**src/sfm_pkg.sv**
```systemverilog
package sfm_pkg;
	// Fault indices, highest display priority first
	localparam int NF = 18;
	localparam int F_FLASH = 0;
	localparam int F_SELFTEST = 1;
	localparam int F_NVM = 2;
	localparam int F_CONFIG = 3;
	localparam int F_DRV_HOT = 4;
	localparam int F_PWR_MOD = 5;
	localparam int F_BUS_HIGH = 6;
	localparam int F_BUS_LOW = 7;
	localparam int F_ENC_STATE = 8;
	localparam int F_ENC_HW = 9;
	localparam int F_MOT_HOT = 10;
	localparam int F_SHUNT = 11;
	localparam int F_OVERSPEED = 12;
	localparam int F_FOLLOW = 13;
	localparam int F_LIMIT_POS = 14;
	localparam int F_LIMIT_NEG = 15;
	localparam int F_SYNC = 16;
	localparam int F_RUNTIME = 17;
	// Display code of fault i is i + CODE_BASE; zero means no fault
	localparam logic [4:0] CODE_NONE = 5'h00;
	localparam logic [4:0] CODE_BASE = 5'h01;
	// Faults that leave the power bridge enabled
	localparam logic [NF-1:0] BRIDGE_KEEP_MASK = 18'h0C000;
	// Bus voltage thresholds in volts
	localparam int BUS_W = 10;
	localparam logic [BUS_W-1:0] BUS_HIGH_V = 10'h19F;
	localparam logic [BUS_W-1:0] BUS_LOW_V = 10'h03C;
	localparam logic [BUS_W-1:0] BUS_RECOVER_V = 10'h08C;
	localparam logic [BUS_W-1:0] BUS_DROP_V = 10'h032;
	// Timing
	localparam int CLK_KHZ = 200000;
	localparam int LOW_DEBOUNCE_MS = 50;
	localparam int LOW_DEBOUNCE_CYC = LOW_DEBOUNCE_MS * CLK_KHZ;
	localparam int DEB_W = 24;
	localparam int POS_W = 32;
	localparam logic [POS_W-1:0] POS_RESET = 32'h00000000;
	localparam int ID_W = 8;
endpackage

```
**src/sfm_fault_latch.sv**
```systemverilog
`timescale 1ns/1ps
module sfm_fault_latch (
	input wire logic clk_i,
	input wire logic arst_n_i,
	input wire logic set_i,
	input wire logic clr_i,
	output logic q_o
);
	// Set beats clear so a fresh event is never lost
	always_ff @(posedge clk_i or negedge arst_n_i) begin
		if (!arst_n_i) begin
			q_o <= 1'b0;
		end else if (set_i) begin
			q_o <= 1'b1;
		end else if (clr_i) begin
			q_o <= 1'b0;
		end
	end
endmodule

```
**src/sfm_fault_manager.sv**
```systemverilog
`timescale 1ns/1ps
// Notes on behaviour
// - Only the highest-priority active fault is displayed, flash checksum first.
// - Any active fault replaces the operating status on the display.
// - Travel limit faults clear themselves once the limit input drops.
// - Resettable faults clear on reset button or reset input once condition gone.
// - Encoder faults reset by button on programmable variant, else power cycle only.
// - Self-test failure latches; reset ignored, only power cycle clears it.
// - Motor position keeps counting whatever faults are active.
// - Bus overvoltage fault when bus voltage exceeds the upper threshold.
// - Bus undervoltage fault when bus voltage drops below the lower threshold.
// - Undervoltage must persist for the whole debounce interval before raising.
// - A monitor enable setting suppresses the undervoltage fault when cleared.
// - Prototype: undervoltage auto-clears at recovery level and cannot be disabled.
// - Prototype: undervoltage also raised on a fixed drop below soft-start level.
// - Firmware checksum fault clears only on reprogramming.
// - Memory integrity checked at power-up; bad contents raise memory fault.
// - Board identity mismatch raises the invalid configuration fault.
// - Power stage overtemp, overcurrent or supply loss raise power module fault.
// - Drive overtemp clears on cooling; motor overtemp also needs a reset.
module sfm_fault_manager
	import sfm_pkg::*;
#(
	parameter int DEBOUNCE_CYC = LOW_DEBOUNCE_CYC
) (
	input wire logic CLK_I,
	input wire logic ARST_N_I,
	input wire logic [BUS_W-1:0] BUS_VOLTS_I,
	input wire logic LOW_BUS_MON_EN_I,
	input wire logic PROTOTYPE_I,
	input wire logic PROGRAMMABLE_I,
	input wire logic SOFTSTART_DONE_I,
	input wire logic SELFTEST_FAIL_I,
	input wire logic FW_CSUM_FAIL_I,
	input wire logic FW_REPROG_I,
	input wire logic NVM_CHECK_DONE_I,
	input wire logic NVM_BAD_I,
	input wire logic [ID_W-1:0] BOARD_ID_I,
	input wire logic [ID_W-1:0] POWER_ID_I,
	input wire logic PS_OVERTEMP_I,
	input wire logic PS_OVERCURRENT_I,
	input wire logic PS_SUPPLY_LOST_I,
	input wire logic DRIVE_HOT_I,
	input wire logic MOTOR_HOT_I,
	input wire logic ENC_STATE_ERR_I,
	input wire logic ENC_HW_ERR_I,
	input wire logic SHUNT_OVER_I,
	input wire logic OVERSPEED_I,
	input wire logic FOLLOW_ERR_I,
	input wire logic LIMIT_POS_I,
	input wire logic LIMIT_NEG_I,
	input wire logic SYNC_ERR_I,
	input wire logic RUNTIME_ERR_I,
	input wire logic RESET_BUTTON_I,
	input wire logic RESET_INPUT_I,
	input wire logic ENC_A_I,
	input wire logic ENC_B_I,
	input wire logic [4:0] STATUS_CODE_I,
	output logic [4:0] DISPLAY_O,
	output logic FAULT_SHOWN_O,
	output logic BRIDGE_EN_O,
	output logic [NF-1:0] ACTIVE_FAULTS_O,
	output logic [POS_W-1:0] POSITION_O
);
	logic [NF-1:0] act;
	logic [NF-1:0] cond;
	logic [NF-1:0] set_v;
	logic [NF-1:0] clr_v;
	logic reset_req;
	logic under_raw;
	logic low_set;
	logic low_mon_en;
	logic bus_drop;
	logic [DEB_W-1:0] low_cnt_q;
	logic [BUS_W-1:0] ss_level_q;
	logic ss_valid_q;
	logic a_q;
	logic b_q;
	logic enc_primed_q;
	logic [4:0] code_d;
	logic [4:0] display_d;
	logic [POS_W-1:0] pos_d;

	assign reset_req = RESET_BUTTON_I | RESET_INPUT_I;
	assign low_mon_en = LOW_BUS_MON_EN_I | PROTOTYPE_I;

	// Drop test guards the subtraction against wrap on a low soft-start level
	assign bus_drop = PROTOTYPE_I && ss_valid_q && (ss_level_q >= BUS_DROP_V) &&
		(BUS_VOLTS_I < ss_level_q - BUS_DROP_V);
	assign under_raw = (BUS_VOLTS_I < BUS_LOW_V) || bus_drop;
	assign low_set = under_raw && (low_cnt_q == DEB_W'(DEBOUNCE_CYC - 1));

	// Soft-start bus level, reloaded on each soft-start done, held until logic power goes
	always_ff @(posedge CLK_I or negedge ARST_N_I) begin
		if (!ARST_N_I) begin
			ss_level_q <= '0;
			ss_valid_q <= 1'b0;
		end else if (SOFTSTART_DONE_I) begin
			ss_level_q <= BUS_VOLTS_I;
			ss_valid_q <= 1'b1;
		end
	end

	// Counter saturates so a long sag keeps the set term asserted
	always_ff @(posedge CLK_I or negedge ARST_N_I) begin
		if (!ARST_N_I) begin
			low_cnt_q <= '0;
		end else if (!under_raw) begin
			low_cnt_q <= '0;
		end else if (low_cnt_q != DEB_W'(DEBOUNCE_CYC - 1)) begin
			low_cnt_q <= low_cnt_q + 1'b1;
		end
	end

	// Raw conditions per fault
	always_comb begin
		cond = '0;
		cond[F_FLASH] = FW_CSUM_FAIL_I;
		cond[F_SELFTEST] = SELFTEST_FAIL_I;
		cond[F_NVM] = NVM_BAD_I;
		cond[F_CONFIG] = BOARD_ID_I != POWER_ID_I;
		cond[F_DRV_HOT] = DRIVE_HOT_I;
		cond[F_PWR_MOD] = PS_OVERTEMP_I | PS_OVERCURRENT_I | PS_SUPPLY_LOST_I;
		cond[F_BUS_HIGH] = BUS_VOLTS_I > BUS_HIGH_V;
		cond[F_BUS_LOW] = under_raw;
		cond[F_ENC_STATE] = ENC_STATE_ERR_I;
		cond[F_ENC_HW] = ENC_HW_ERR_I;
		cond[F_MOT_HOT] = MOTOR_HOT_I;
		cond[F_SHUNT] = SHUNT_OVER_I;
		cond[F_OVERSPEED] = OVERSPEED_I;
		cond[F_FOLLOW] = FOLLOW_ERR_I;
		cond[F_LIMIT_POS] = LIMIT_POS_I;
		cond[F_LIMIT_NEG] = LIMIT_NEG_I;
		cond[F_SYNC] = SYNC_ERR_I;
		cond[F_RUNTIME] = RUNTIME_ERR_I;
	end

	// Set terms; memory check only counts on its completion strobe
	always_comb begin
		set_v = cond;
		set_v[F_NVM] = NVM_CHECK_DONE_I & NVM_BAD_I;
		set_v[F_BUS_LOW] = low_set & low_mon_en;
	end

	// Clearing policy per fault
	always_comb begin
		clr_v = reset_req ? ~cond : '0;
		clr_v[F_FLASH] = FW_REPROG_I & ~cond[F_FLASH];
		clr_v[F_SELFTEST] = 1'b0;
		clr_v[F_DRV_HOT] = ~cond[F_DRV_HOT];
		clr_v[F_MOT_HOT] = reset_req & ~cond[F_MOT_HOT];
		if (PROTOTYPE_I) begin
			clr_v[F_BUS_LOW] = BUS_VOLTS_I >= BUS_RECOVER_V;
		end
		if (!PROGRAMMABLE_I) begin
			clr_v[F_ENC_STATE] = 1'b0;
			clr_v[F_ENC_HW] = 1'b0;
		end
		clr_v[F_LIMIT_POS] = ~cond[F_LIMIT_POS];
		clr_v[F_LIMIT_NEG] = ~cond[F_LIMIT_NEG];
		clr_v[F_SYNC] = 1'b0;
	end

	genvar gi;
	generate
		for (gi = 0; gi < NF; gi++) begin : g_fault
			sfm_fault_latch u_latch (
				.clk_i(CLK_I),
				.arst_n_i(ARST_N_I),
				.set_i(set_v[gi]),
				.clr_i(clr_v[gi]),
				.q_o(act[gi])
			);
		end
	endgenerate

	// Lowest index wins; scan downward so it is assigned last
	always_comb begin
		code_d = CODE_NONE;
		for (int i = NF - 1; i >= 0; i--) begin
			if (act[i]) begin
				code_d = 5'(i) + CODE_BASE;
			end
		end
		display_d = (|act) ? code_d : STATUS_CODE_I;
	end

	always_ff @(posedge CLK_I or negedge ARST_N_I) begin
		if (!ARST_N_I) begin
			DISPLAY_O <= CODE_NONE;
			FAULT_SHOWN_O <= 1'b0;
		end else begin
			DISPLAY_O <= display_d;
			FAULT_SHOWN_O <= |act;
		end
	end

	always_ff @(posedge CLK_I or negedge ARST_N_I) begin
		if (!ARST_N_I) begin
			BRIDGE_EN_O <= 1'b0;
		end else begin
			BRIDGE_EN_O <= ~|(act & ~BRIDGE_KEEP_MASK);
		end
	end

	always_ff @(posedge CLK_I or negedge ARST_N_I) begin
		if (!ARST_N_I) begin
			ACTIVE_FAULTS_O <= '0;
		end else begin
			ACTIVE_FAULTS_O <= act;
		end
	end

	// Quadrature decode; no fault term reaches it so tracking never stops
	always_comb begin
		pos_d = POSITION_O;
		if (enc_primed_q && ((ENC_A_I ^ a_q) ^ (ENC_B_I ^ b_q))) begin
			if (a_q ^ ENC_B_I) begin
				pos_d = POSITION_O + 1'b1;
			end else begin
				pos_d = POSITION_O - 1'b1;
			end
		end
	end

	// A double step is an illegal jump and is not counted
	// First edge after reset only loads pin history, so no false step
	always_ff @(posedge CLK_I or negedge ARST_N_I) begin
		if (!ARST_N_I) begin
			a_q <= 1'b0;
			b_q <= 1'b0;
			enc_primed_q <= 1'b0;
			POSITION_O <= POS_RESET;
		end else begin
			a_q <= ENC_A_I;
			b_q <= ENC_B_I;
			enc_primed_q <= 1'b1;
			POSITION_O <= pos_d;
		end
	end
endmodule

```
**config.mk**
```make
export PLATFORM = sky130hd
export DESIGN_NAME = sfm_fault_manager
export DESIGN_NICKNAME = d
export VERILOG_FILES = /design/src/sfm_pkg.sv /design/src/sfm_fault_latch.sv /design/src/sfm_fault_manager.sv
export SDC_FILE = /design/constraint.sdc
export NUM_CORES = 1
export LEC_CHECK = 0
export ABC_AREA = 1
export BUFFER_PORTS_ARGS = -buffer_cell sky130_fd_sc_hd__buf_2
export CAP_MARGIN = 15
export CORE_ASPECT_RATIO = 2
export CORE_MARGIN = 4
export CORE_UTILIZATION = 55
export DETAILED_ROUTE_END_ITERATION = 8
export PLACE_DENSITY = 0.77
export SYNTH_ARGS = -nofsm -noshare
export SYNTH_HDL_FRONTEND = slang
export SYNTH_SLANG_ARGS = --single-unit
```
**constraint.sdc**
```tcl
create_clock -name CLK_I -period 5.2 [get_ports CLK_I]
set_input_delay 0.26 -clock CLK_I [delete_from_list [all_inputs] [get_ports CLK_I]]
set_output_delay 0.26 -clock CLK_I [all_outputs]
set_load 0.005 [all_outputs]
```
* Yosys cells after proc, flatten, opt, wreduce, memory -nomap -nowiden
Index checks and enable logic that the tools add are counted.
Word-level totals: bits in registers 113, word-level logic and storage cells 133, bits of input ports 60, output and inout bits 57
Cells by class: bitwise logic cells 15, muxes and demuxes 54, reduce and logical (&&, ||, !) cells 22, equal/unequal tests 4, add/subtract/negate cells 4, order comparisons 5
Operators with widths (count):
- $mux 5 | 19
- $mux 24 | 2
- $add 32x1->32 const B | 1
- $mux 32 | 1
- $sub 32x1->32 const B | 1
- $mux 1 | 30
- $reduce_bool 2->1 | 13
- $add 24x1->24 const B | 1
- $eq 24x24->1 const B | 1
- $ne 24x24->1 const B | 1
- $mux 18 | 1
- $not 18->18 | 1
- $reduce_or 18->1 | 1
- $reduce_or 16->1 | 1
- $ge 10x6->1 const B | 1
- $ge 10x8->1 const B | 1
- $gt 10x9->1 const B | 1
- $lt 10x10->1 | 1
- $lt 10x6->1 const B | 1
- $sub 10x6->10 const B | 1
- $ne 8x8->1 | 1
- $logic_and 1x1->1 | 5
- $and 1x1->1 | 4
- $or 1x1->1 | 4
- 6 further kinds | 10

* Depth between registers and ports, before layout
depth in word-level cells 19, mapped depth 17, gate-level depth less buffers 17

* By module
Synthesis repeated with hierarchy kept, for this count alone.
Unflattened totals: cell total of the unflattened synthesis 928, area total of the unflattened synthesis 7063.0 µm²
Modules (own cells, without submodules):
- sfm_fault_manager | cells an instance 838, times used 1, seq. area each 2377.3 µm², area an instance 6342.3 µm²
- sfm_fault_latch | cells an instance 5, times used 18, seq. area each 25.0 µm², area an instance 40.0 µm²

* Worst setup path before layout
No wires, ideal clock.
path type reg-to-reg, from reg a_q, to reg POSITION_O[31], setup slack 1.685 ns, data arrival time 3.399 ns, cell stages (with the launch flop) 15, period minus slack after synthesis 3.515 ns, path through dfrtp_1 -> xnor2_1 -> ha_1 -> a21oi_1 -> nand2_1 -> a21oi_2 -> o21ai_1 -> nand2_1 -> nand2_1 -> nand2_1 -> nand2_1 -> nand2_1 -> nand2_1 -> nand2_1 -> nand2_1
Between the ends: cells in the longest elaborated chain, start to end 3
Ends and longest elaborated chain:
- start: declaration | RTL line sfm_fault_manager.sv:77 | logic a_q;
- start signal: assignment | RTL line sfm_fault_manager.sv:230 | a_q <= 1'b0;
- start signal: assignment | RTL line sfm_fault_manager.sv:235 | a_q <= ENC_A_I;
- $xor 1x1->1 (2 in series) | RTL line sfm_fault_manager.sv:217 | if (enc_primed_q && ((ENC_A_I ^ a_q) ^ (ENC_B_I ^ b_q))) begin
- $logic_and 1x1->1 | RTL line sfm_fault_manager.sv:217
- end signal: assignment | RTL line sfm_fault_manager.sv:238 | POSITION_O <= pos_d;
- end: declaration | RTL line sfm_fault_manager.sv:63 | output logic [POS_W-1:0] POSITION_O
Several ways; a longest one is shown, not always the timed one. A chain may end at the register's enable or synchronous reset.

* Worst setup path in the final report
from in ENC_B_I, to reg POSITION_O[25]
Between the ends: cells in the longest elaborated chain, start to end 3
Ends and longest elaborated chain:
- start: declaration | RTL line sfm_fault_manager.sv:57 | input wire logic ENC_B_I,
- $xor 1x1->1 (2 in series) | RTL line sfm_fault_manager.sv:217
- $logic_and 1x1->1 | RTL line sfm_fault_manager.sv:217
Several ways; a longest one is shown, not always the timed one.

==> flow_metrics.tcl <==
set metrics [dict create \
    slew_headroom_pct 29.1 \
    yosysTopAreaCell "dfrtp_1" \
    antenna_left 0 \
    numPortBuffers 116 \
    fin_util_pct 68.1 \
    cts-resized-gates 0 \
    powerDensity_nw_per_um2 491 \
    fmax_ghz 0.296 \
    syn_area_um2 6890 \
    synthArstFlopShare_pct 100 \
    cts_tree "done" \
    holdBufCountCts 6 \
    yosysWarnings 0 \
    cts_made_buffers 17 \
    drv_slew 0 \
    die_h_um 166 \
    start_util_pct 56.5 \
    die_area_um2 14500 \
    insertion_delay_ns 0.42 \
    worstPathArrival_ns 3.68 \
    yosysUniqueCellTypes 47 \
    grt_pass1_vias 6884 \
    postLayoutCellArea_um2 8310 \
    drcViolationCount 0 \
    cts.path.max_buffers 2 \
    cp_max_fo 19 \
    ys_seq_area_share_pct 41.0 \
    dp_hpwl_mm 15.1 \
    wl_met1_mm 6.33 \
    synth_most_common_cell "nand2_1" \
    dr_wl_met2_mm 11.2 \
    postSynthAreaPerCell_um2 7.96 \
    num_vias 6490 \
    rsz0062_at_grt "no" \
    viasPerCell 5.59 \
    wl_per_cell_um 16.7 \
    core_um2 12200 \
    ys_top_cells_by_area "dfrtp_1 (41%), nand2_1 (11%), ha_1 (7.4%)" \
    synthCells 866 \
    num-fill-cells 1060 \
    area_growth_pct 20.6 \
    peakVddDrop_uv 370 \
    post_dp_cell_area_um2 7650 \
    wl_met3_um 710 \
    topRoutingLayerUsed "met4" \
    post_cts_buffers 0 \
    period_needed_ns 3.38 \
    wl_mm 19.4 \
    ios 117 \
    drive_gt1_share_pct 18.1 \
    status "complete, no violations" \
    synthTopCellsByCount "nand2_1 (202), dfrtp_1 (113), nor2_1 (89), inv_1 (87), o21ai_0 (55)" \
    end_kind "register" \
    clock-sinks 113 \
    skew_ns 0.0110 \
    grt_pass1_wl_mm 31.5 \
    period_share_pct 65.0 \
    nets 1101 \
    root_buffer "clkbuf_16" \
    worst_pin_slew_ns 1.06 \
    maxCapViolCount 0 \
    synth_seq_cells 113 \
    startpoint_type "primary input" \
    antenna_found_initial 1 \
    drt_pre_antenna_iters 5 \
    setup_viol 0 \
    setup_tns_ns 0 \
    rows 57 \
    hold_viol 0 \
    cellLeakagePower_nw 4.05 \
    gp_congestion 0.992 \
    synthesis.nets 968 \
    grt_use_total_pct 27.8 \
    drtIter0Drc 349 \
    grt-ovfl-total 0 \
    cp.required_ns 5.50 \
    clkSlewWorstSetupHoldPaths_ns 0.06 \
    grt_max_degree 73 \
    min_path_type "in2reg" \
    critPathKind "in2reg" \
    htreeDepth 4 \
    synth_top_area_share_pct 41.0 \
    die_w_um 87.1 \
    synth_ff_type "dfrtp_1" \
    synth-edff-count 0 \
]
registers in the layout, indices dropped and copies added (netlist names):
| signal | count |
|---|---|
| ss_level_q | 10 |
| b_q | 1 |
| ACTIVE_FAULTS_O | 18 |
| DISPLAY_O | 5 |
| POSITION_O | 32 |
| BRIDGE_EN_O | 1 |
| g_fault.u_latch.q_o | 18 |
| low_cnt_q | 24 |
| ss_valid_q | 1 |
| FAULT_SHOWN_O | 1 |
| enc_primed_q | 1 |
| a_q | 1 |
through the flow:
stage	hold slack [ns]	instances	setup WS [ns]	power (W)
5_1_grt	0.00913	1160	1.55	0.00436
3_3_place_gp	0.269	1121	2.06	0.00287
2_1_floorplan	-0.0356	866	1.68	0.00233
6_report	0.0202	1160	1.82	0.00408
3_5_place_dp	0.273	1121	2.00	0.00289
4_1_cts	0.0148	1159	1.87	0.00409
critical path: stages:
cell,delay (ns)
dlygate4sd3_1,0.53
buf_2,0.14
xnor2_2,0.83
buf_4,0.39
ha_1,0.34
a21oi_1,0.20
inv_1,0.06
a31oi_1,0.16
a21boi_0,0.37
o2111ai_1,0.17
nand3_1,0.15
nand2_1,0.07
where the power goes:
group / switching [W] / total (W) / internal (W) / leakage (nW)
Clock: 0.000464 / 0.00118 / 0.000720 / 0.293
Sequential: 0.000138 / 0.00117 / 0.00103 / 1.37
Combinational: 0.00107 / 0.00173 / 0.000663 / 2.39
Total: 0.00167 / 0.00408 / 0.00241 / 4.05
placed cells by master (no fill, tap or decap), types with 28 or more instances in the layout:
cell type | netlist | routed
buf_2 | 4 | 115
nor2_1 | 89 | 89
xor2_1 | 28 | 28
inv_1 | 87 | 87
ha_1 | 41 | 41
o21ai_0 | 55 | 55
nand2_1 | 202 | 202
nand3_1 | 47 | 46
a21oi_1 | 50 | 50
dfrtp_1 | 113 | 113
routing by layer:
layer  track usage (%)  vias to the layer above
li1                  -                     3148
met1              25.3                     3064
met2              53.5                      196
met3              4.97                       82
met4              17.4                        0
met5                 0                        -
worst paths after layout:
| check | from | end | slack, ns | depth (start not counted) |
|---|---|---|---|---|
| worst min-delay path | FW_REPROG_I | g_fault[0].u_latch.q_o | 0.02 | 2 |
| worst min register to register | g_fault[9].u_latch.q_o | ACTIVE_FAULTS_O[9] | 0.40 | 0 |
| worst max register to register | a_q | POSITION_O[25] | 1.96 | 10 |
| min in group asynchronous | ARST_N_I | POSITION_O[1] | 0.36 | 2 |
| worst max-delay path | ENC_B_I | POSITION_O[25] | 1.82 | 12 |
| max in group asynchronous | ARST_N_I | low_cnt_q[8] | 3.51 | 3 |
layout make-up:
class | instances | area (µm²) | share of cell area [%]
clock buffers | 17 | 425 | 5.12
inverters | 90 | 338 | 4.07
repair buffers | 125 | 666 | 8.01
flip-flops and latches | 113 | 2830 | 34.0
clock inverters | 15 | 174 | 2.09
diodes | 1 | 2.50 | 0.0301
multi-input cells | 652 | 3690 | 44.4
well taps | 147 | 184 | 2.21
cell families (layout without fill, tap and decap cells):
| kind of cell | Yosys count | count (layout) | synth area share, % |
|---|---|---|---|
| AOI/OAI and AO/OA | 155 | 155 | 13.2 |
| xor gates and xnor gates | 50 | 50 | 6.36 |
| adders and majority gates | 42 | 42 | 7.74 |
| buffers and inverters | 101 | 247 | 5.57 |
| DFF | 113 | 113 | 41.0 |
| other | 1 | 2 | 0.0544 |
| and+or+nand+nor | 404 | 404 | 26.1 |
(Power assumes the default switching activity.)
